--- src/pkg/pwf_pkg.sv ---
// Plasma word framer: shared constants, types and word map.
// Assumes a single 25 MHz clock domain; link strobes arrive synchronous.
package pwf_pkg;
  localparam int unsigned WORD_BITS = 10;
  localparam int unsigned ID_BITS = 2;
  localparam int unsigned PAY_BITS = WORD_BITS - ID_BITS;
  localparam int unsigned SEQ_WORDS = 186;
  localparam int unsigned CYC_SEQS = 16;
  localparam int unsigned FRAME_WORDS = 4;
  localparam int unsigned NUM_CHAN = 8;
  // Word map within one sequence (zero based)
  localparam logic [7:0] POS_FIRST = 8'h00;
  localparam logic [7:0] NEG_FIRST = 8'h70;
  localparam logic [7:0] CAL_FIRST = 8'hA8;
  localparam logic [7:0] OPS_FIRST = 8'hB0;
  localparam logic [7:0] SEQ_ID_WORD = 8'hB8;
  localparam logic [7:0] CYC_ID_WORD = 8'hB9;
  localparam logic [7:0] LAST_WORD = 8'hB9;
  localparam logic [3:0] LAST_SEQ = 4'hF;
  localparam logic [3:0] BIT_LAST = 4'h9;
  localparam logic [2:0] FRAME_LAST = 3'h4;
  // Reset values
  localparam logic [7:0] WORD_RST = 8'h00;
  localparam logic [3:0] SEQ_RST = 4'h0;
  localparam logic [7:0] CYC_RST = 8'h00;

  typedef enum logic [1:0] {
    ID_POS = 2'b00,
    ID_NEG = 2'b01,
    ID_CAL = 2'b10,
    ID_IDENT = 2'b11
  } pwf_id_e;

  typedef struct packed {
    pwf_id_e id;
    logic [PAY_BITS-1:0] payload;
  } pwf_word_s;

  typedef struct packed {
    logic grid_neg;
    logic [3:0] grid_step;
    logic [2:0] cup_sel;
    logic cal_inject;
    logic ops_sel;
  } pwf_sel_s;
endpackage

--- src/rtl/pwf_framer.sv ---
// Plasma word framer: builds the 186-word sequences and shifts them out NRZ.
// Assumes bit_strobe/demand/frame_mark are single-cycle pulses from the data processor.
//
// Overview of operation
// - Words leave as a serial NRZ bit stream toward the data subsystem.
// - At most four words are handed over after each frame mark, besides one taken in the mark cycle itself.
// - A cycle is 16 sequences of 186 ten-bit words in fixed order.
// - The two leading bits of each word identify its type in the sequence.
// - Word 184 (zero based) of a sequence carries the sequence number in its low bits.
// - A sequence holds 112 positive, 56 negative, 16 calibration/operation and 2 ident words.
// - Internal calibration levels are injected through the normal measurement path.
// - Data from each of the seven cups and from all cups combined is sent.
// - Grid polarity is positive then negative, and grid magnitude steps across the sequence.
// - A word is handed over only on a demand from the data subsystem.
`timescale 1ns/1ns
`default_nettype none
module pwf_framer
  import pwf_pkg::*;
(
  // Clock and reset
  input wire logic clk_in,
  input wire logic rst_n_in,
  // Data processor timing
  input wire logic frame_mark_in,
  input wire logic demand_in,
  input wire logic bit_strobe_in,
  // Measurement chain
  input wire logic [PAY_BITS-1:0] meas_data_in,
  output var pwf_sel_s sel_out,
  // Serial output
  output logic ser_data_out,
  output logic busy_out,
  output logic word_done_out
);
  typedef enum logic [0:0] {
    ST_IDLE = 1'b0,
    ST_SHIFT = 1'b1
  } pwf_state_e;

  pwf_state_e state_r;
  logic [7:0] word_r;
  logic [3:0] seq_r;
  logic [7:0] cyc_r;
  logic [3:0] bit_r;
  logic [2:0] frame_cnt_r;
  logic [WORD_BITS-1:0] shift_r;
  logic ser_r;
  logic done_r;
  pwf_sel_s sel_r;
  logic take;
  logic last_bit;
  pwf_word_s word_nxt;
  logic [7:0] grp_off;

  // Word type from position
  function automatic pwf_id_e word_kind(input logic [7:0] w);
    if (w < NEG_FIRST) begin
      return ID_POS;
    end else if (w < CAL_FIRST) begin
      return ID_NEG;
    end else if (w < SEQ_ID_WORD) begin
      return ID_CAL;
    end else begin
      return ID_IDENT;
    end
  endfunction

  // Offset of a word within its group
  function automatic logic [7:0] group_off(input logic [7:0] w);
    case (word_kind(w))
      ID_POS: group_off = w - POS_FIRST;
      ID_NEG: group_off = w - NEG_FIRST;
      ID_CAL: group_off = w - CAL_FIRST;
      default: group_off = 8'h00;
    endcase
  endfunction

  // Bits of a call result cannot be selected directly
  assign grp_off = group_off(word_r);

  // Demand refused once four words are taken after the frame mark
  assign take = (state_r == ST_IDLE) && demand_in && (frame_cnt_r != FRAME_LAST);
  assign last_bit = (state_r == ST_SHIFT) && bit_strobe_in && (bit_r == BIT_LAST);

  always_comb begin
    word_nxt.id = word_kind(word_r);
    word_nxt.payload = meas_data_in;
    if (word_r == SEQ_ID_WORD) begin
      word_nxt.payload = {4'h0, seq_r};
    end else if (word_r == CYC_ID_WORD) begin
      word_nxt.payload = cyc_r;
    end
  end

  always_ff @(posedge clk_in or negedge rst_n_in) begin
    if (!rst_n_in) begin
      state_r <= ST_IDLE;
    end else begin
      case (state_r)
        ST_IDLE: begin
          if (take) begin
            state_r <= ST_SHIFT;
          end
        end
        ST_SHIFT: begin
          if (last_bit) begin
            state_r <= ST_IDLE;
          end
        end
        default: state_r <= ST_IDLE;
      endcase
    end
  end

  always_ff @(posedge clk_in or negedge rst_n_in) begin
    if (!rst_n_in) begin
      shift_r <= '0;
      bit_r <= 4'h0;
      ser_r <= 1'b0;
    end else if (take) begin
      shift_r <= {word_nxt.id, word_nxt.payload};
      bit_r <= 4'h0;
      ser_r <= word_nxt.id[1];
    end else if (state_r == ST_SHIFT && bit_strobe_in) begin
      shift_r <= {shift_r[WORD_BITS-2:0], 1'b0};
      bit_r <= bit_r + 4'h1;
      ser_r <= last_bit ? 1'b0 : shift_r[WORD_BITS-2];
    end
  end

  always_ff @(posedge clk_in or negedge rst_n_in) begin
    if (!rst_n_in) begin
      frame_cnt_r <= 3'h0;
    end else if (frame_mark_in) begin
      frame_cnt_r <= 3'h0;
    end else if (take) begin
      frame_cnt_r <= frame_cnt_r + 3'h1;
    end
  end

  always_ff @(posedge clk_in or negedge rst_n_in) begin
    if (!rst_n_in) begin
      word_r <= WORD_RST;
      seq_r <= SEQ_RST;
      cyc_r <= CYC_RST;
    end else if (last_bit) begin
      if (word_r == LAST_WORD) begin
        word_r <= WORD_RST;
        seq_r <= seq_r + 4'h1;
        if (seq_r == LAST_SEQ) begin
          cyc_r <= cyc_r + 8'h01;
        end
      end else begin
        word_r <= word_r + 8'h01;
      end
    end
  end

  always_ff @(posedge clk_in or negedge rst_n_in) begin
    if (!rst_n_in) begin
      done_r <= 1'b0;
    end else begin
      done_r <= last_bit;
    end
  end

  // Cups 0..6 then combined channel 7
  // Calibration injected in first cal words
  always_ff @(posedge clk_in or negedge rst_n_in) begin
    if (!rst_n_in) begin
      sel_r <= '0;
    end else begin
      sel_r.grid_neg <= (word_kind(word_r) == ID_NEG);
      sel_r.cup_sel <= grp_off[2:0];
      sel_r.grid_step <= grp_off[6:3];
      sel_r.cal_inject <= (word_kind(word_r) == ID_CAL) && (word_r < OPS_FIRST);
      sel_r.ops_sel <= (word_kind(word_r) == ID_CAL) && (word_r >= OPS_FIRST);
    end
  end

  assign ser_data_out = ser_r;
  assign busy_out = (state_r == ST_SHIFT);
  assign word_done_out = done_r;
  assign sel_out = sel_r;
endmodule
`default_nettype wire

--- config.mk ---
export PLATFORM = sky130hd
export DESIGN_NAME = pwf_framer
export DESIGN_NICKNAME = d
export VERILOG_FILES = /design/src/pkg/pwf_pkg.sv /design/src/rtl/pwf_framer.sv
export SDC_FILE = /design/constraint.sdc
export NUM_CORES = 1
export LEC_CHECK = 0
export BUFFER_PORTS_ARGS = -buffer_cell sky130_fd_sc_hd__buf_2
export CAP_MARGIN = 20
export CORE_MARGIN = 2
export CORE_UTILIZATION = 58
export CTS_CLUSTER_SIZE = 30
export DETAILED_ROUTE_END_ITERATION = 7
export GPL_ROUTABILITY_DRIVEN = 0
export PLACE_DENSITY = 0.79
export SLEW_MARGIN = 10
export SYNTH_ARGS = -nofsm -noshare
export SYNTH_HDL_FRONTEND = slang
export SYNTH_SLANG_ARGS = --single-unit
--- constraint.sdc ---
create_clock -name clk_in -period 2.28 [get_ports clk_in]
set_clock_uncertainty 0.05 [all_clocks]
set_input_delay 0.456 -clock clk_in [delete_from_list [all_inputs] [get_ports clk_in]]
set_output_delay 0.456 -clock clk_in [all_outputs]
set_load 0.02 [all_outputs]
* Word-level counts from Yosys, hierarchy flattened
Cells that the tools add are included.
Storage, ports and cells: bits in registers 49, latch bits 0, RAM bits 0, bits in read-only memories 0, output and inout bits 13, logic and storage cells 64, memories 0
Operators by class: add/subtract/negate cells 7, multiply operators 0, divide/modulo/power cells 0, magnitude comparators 5, eq/ne operators 7, shifts and indexed selects 0, multiplexer cells 19, bitwise operators 1, reduce and logical (&&, ||, !) cells 11
Operator list (number):
- < comparator 8 bit (second input constant) | 3
- two-way mux 8 bit | 3
- case mux 7 bit (3 select lines) | 1
- two-way mux 9 bit | 2
- adder 8 x 1 -> 8 bit (second input constant) | 2
- equality test 8 bit (second input constant) | 2
- adder 4 x 1 -> 4 bit (second input constant) | 2
- equality test 4 bit (second input constant) | 2
- greater-or-equal comparator 8 bit (second input constant) | 1
- < comparator 8 x 7 -> 1 bit (second input constant) | 1
- two-way mux 4 bit | 2
- subtractor 7 x 6 -> 7 bit (second input constant) | 1
- subtractor 7 bit (second input constant) | 1
- logical AND 1 bit | 6
- two-way mux 1 bit | 6
- two-way mux 3 bit | 2
- two-way mux 2 bit | 2
- nonzero test 2 bit | 2
- adder 3 x 1 -> 3 bit (second input constant) | 1
- inequality test 3 bit (second input constant) | 1
- AND reduction 3 bit | 1
- equality test 2 x 1 -> 1 bit (second input constant) | 1
- equality test 2 bit (second input constant) | 1
- zero test 2 bit | 1
- 3 further kinds | 3

* Logic depth before layout (Yosys ltp)
word-level depth 6, gate-level depth with buffers 8

* Worst setup path before layout
No wires, ideal clock.
path type register -> register, start register word_r[5], end register cyc_r[1], library setup time 0.125 ns, data arrival time 1.862 ns, required time 2.105 ns, slack 0.244 ns, cell stages (with the launch flop) 6, path buffers 1, cell sequence dfrtp_1 ha_1 clkbuf_1 nand3_1 nor4_4 mux2_2
On the way: longest elaborated chain between the ends 2
RTL lines:
- start: declaration | line pwf_framer.sv:41 | logic [7:0] word_r;
- start signal: assignment | line pwf_framer.sv:154 | word_r <= word_r + 8'h01;
- equality test 8 bit | line pwf_framer.sv:147 | if (word_r == LAST_WORD) begin
- AND reduction 3 bit (no source line)
- end signal: assignment | line pwf_framer.sv:151 | cyc_r <= cyc_r + 8'h01;
- end: declaration | line pwf_framer.sv:43 | logic [7:0] cyc_r;
No other way between the ends. A chain may end at the register's enable or synchronous reset.

* Final worst setup path
start register word_r[2], end register cyc_r[1]
The elaborated chain is that of the path after synthesis.

==> impl_metrics.env <==
export IMPL_status="completed"
export IMPL_critPathMaxFanout=8
export IMPL_max_slew_margin_rel_pct=55.82
export IMPL_grt_overflow_total=0
export IMPL_critPathBufInv=0
export IMPL_endpoint_kind="register"
export IMPL_period_share_pct=92.42
export IMPL_antenna_found_initial=0
export IMPL_grt_usage_pct=22.72
export IMPL_synth_avg_cell_area_um2=10.25
export IMPL_syn_to_final_growth_pct=11.67
export IMPL_yosys_warnings=0
export IMPL_clock_path_buffers=2
export IMPL_yosys_area_top_type="dfrtp_1"
export IMPL_post_route_util_pct=66.29
export IMPL_cap_violations=0
export IMPL_wirelength_um=5017
export IMPL_cts_root_buf="clkbuf_8"
export IMPL_post_drt_wl_per_cell_um=15.25
export IMPL_ys_flop_type="dfrtp_1"
export IMPL_cts_hold_buf=0
export IMPL_grt_setup_unrepaired="false"
export IMPL_vias=1908
export IMPL_clkLatencyLatePin_ns=0.31
export IMPL_synth_xor_xnor_area_share_pct=5.536
export IMPL_crit_type="register to register"
export IMPL_p_total_mw=2.216
export IMPL_post_synth_num_cell_types=47
export IMPL_die_area_mm2=0.004908
export IMPL_io_pin_count=26
export IMPL_cp_data_arrival_time_ns=2.25
export IMPL_die_w_um=70.06
export IMPL_cts_setup_buffers=0
export IMPL_vias_per_cell=5.799
export IMPL_dp_hpwl_um=3651
export IMPL_synth_async_sr_flop_share_pct=100.0
export IMPL_cts_tree="yes"
export IMPL_synth_top_family_by_area="simple AND/OR/NAND/NOR gates"
export IMPL_num_nets_final=301
export IMPL_synth_compound_area_share_pct=13.69
export IMPL_fin_tns_setup_ns=0
export IMPL_post_synth_top_area_fraction_pct=48.44
export IMPL_clock_sinks=49
export IMPL_fin_area_mm2=0.002826
export IMPL_drc_errors=0
export IMPL_design_core_area_mm2=0.004264
export IMPL_cp_data_required_time_ns=2.42
export IMPL_postPlaceCellArea_mm2=0.002736
export IMPL_nFillCells=352
export IMPL_ys_top_cells_by_area="dfrtp_1 (48%), ha_1 (5.9%), xnor2_1 (4.5%)"
export IMPL_synth_edf_count=0
export IMPL_drive_gt1_share_pct=16.97
export IMPL_synth_mux_area_share_pct=2.472
export IMPL_cts_buffers=5
export IMPL_synth_adder_area_share_pct=5.932
export IMPL_yosysSeqAreaShare_pct=48.44
export IMPL_yosys_area_share_simple_pct=19.87
export IMPL_start_util_pct=59.36
export IMPL_grt_pass1_vias=1898
export IMPL_leakage_nw=1.375
export IMPL_tightest_slew_ns=0.6558
export IMPL_cts_resized=0
export IMPL_synth_seq_cells=49
export IMPL_min_path_type="input port to asynchronous set/reset pin"
export IMPL_setup_viol=0
export IMPL_cp_top_family="simple AND/OR/NAND/NOR gates"
export IMPL_grt_pass1_wl_um=8818
export IMPL_final_cell_mix="dfrtp_1 (49), buf_2 (25), nand2_1 (17), o21ai_0 (17)"
export IMPL_n_antenna_cell=0
export IMPL_port_buffer_count=25
export IMPL_start_kind="register"
export IMPL_grt_max_degree=26
export IMPL_crit_path_cell_trace="or3b_1 > nor4_4 > mux2_2"
export IMPL_synth_area_mm2=0.002531
export IMPL_finalHoldViolCount=0
export IMPL_die_height_um=70.06
export IMPL_dp_cells=321
export IMPL_slowest_stage="nor4_4"
export IMPL_rows=24
export IMPL_power_density_mw_per_mm2=784.1
export IMPL_syn_nets=272
export IMPL_final_common_cell="dfrtp_1"
export IMPL_vdd_drop_max_uv=486.5
export IMPL_drt_iter0_drc=101
export IMPL_ant_nets=0
export IMPL_crit_path_max_incr_delay_ns=0.55
export IMPL_cts_clk_slew_worst_paths_ns=0.10
export IMPL_slew_violations=0
export IMPL_htree_levels=2
export IMPL_syn_inst=247
export IMPL_drt_pass1_iter_count=4
export IMPL_layout_cells_non_filler=329
export IMPL_clock_fmax_ghz=0.4746
export IMPL_period_needed_ns=2.107
-- layout make-up --
cell class | count | area, um2 | area share, %
Clock inverter | 3 | 21.27 | 0.7525
Inverter | 12 | 45.04 | 1.594
Tap cell | 52 | 65.06 | 2.302
Clock buffer | 5 | 68.82 | 2.435
Multi-Input combinational cell | 175 | 1202 | 42.54
Sequential cell | 49 | 1226 | 43.38
Timing Repair Buffer | 33 | 197.7 | 6.994
-- kinds of logic (layout without fill, tap and decap cells) --
family                   after synthesis  after routing
adder cells (fa/ha/maj)               12             12
buffers and inverters                 23             53
XOR/XNOR                              16             16
flip-flops                            49             49
multiplexers                           6              6
AND/OR/NAND/NOR                       87             87
AO/OA/AOI/OAI                         54             54
-- state kept, by name (all words and copies together), names as in the netlist --
signal / cells
seq_r: 4
word_r: 8
shift_r: 9
ser_data_out: 1
frame_cnt_r: 3
cyc_r: 8
busy_out: 1
word_done_out: 1
bit_r: 4
sel_out: 10
-- metrics by stage --
stage                     hold WS [ns]  setup slack, ns
after global routing            0.1217          0.04579
final                          0.07666           0.1728
after CTS                      0.09648           0.1753
after detailed placement        0.4246           0.1971
after floorplan                 0.1104           0.2437
after global placement          0.4236           0.2412
-- power by group --
| part | switching [mW] | internal (mW) |
|---|---|---|
| Sequential | 0.136 | 1.04 |
| Combinational | 0.288 | 0.227 |
| Clock | 0.306 | 0.218 |
| Total | 0.729 | 1.49 |
-- synth_stat cells, drive strengths merged (3+ instances only) --
cell / number
and3: 4
nor2b: 4
nor2: 15
and4: 4
nor4: 3
nand4: 6
inv: 12
a211o: 3
buf: 3
xnor2: 13
clkbuf: 8
o21ai: 17
nor3: 3
nand2: 17
nand2b: 3
a211oi: 3
o22ai: 6
mux2i: 4
nand3: 15
xor2: 3
and2: 3
a21oi: 11
dfrtp: 49
ha: 12
-- layer usage --
| metal | vias up | routed length [um] | GRT usage, % | share of wire (%) |
|---|---|---|---|---|
| li1 | 940 | - | - | - |
| met3 | 10 | 208 | 4.906 | 4.1 |
| met5 | - | 0 | 0 | 0 |
| met2 | 56 | 2383 | 35.87 | 47 |
| met4 | 0 | 91 | 8.547 | 1.8 |
| met1 | 902 | 2334 | 30.94 | 47 |
-- worst paths after layout --
path / start / end / slack [ns] / cells after the start
setup / recovery: word_r[2] / cyc_r[1] / 0.17 / 3
hold / removal: rst_n_in / sel_out[1] / 0.08 / 1
setup reg to reg: word_r[2] / cyc_r[1] / 0.17 / 3
hold reg to reg: cyc_r[7] / cyc_r[7] / 0.44 / 1
max in group asynchronous: rst_n_in / shift_r[6] / 1.56 / 2
min in group clk_in: frame_mark_in / frame_cnt_r[1] / 0.26 / 2
(Power assumes the default switching activity.)
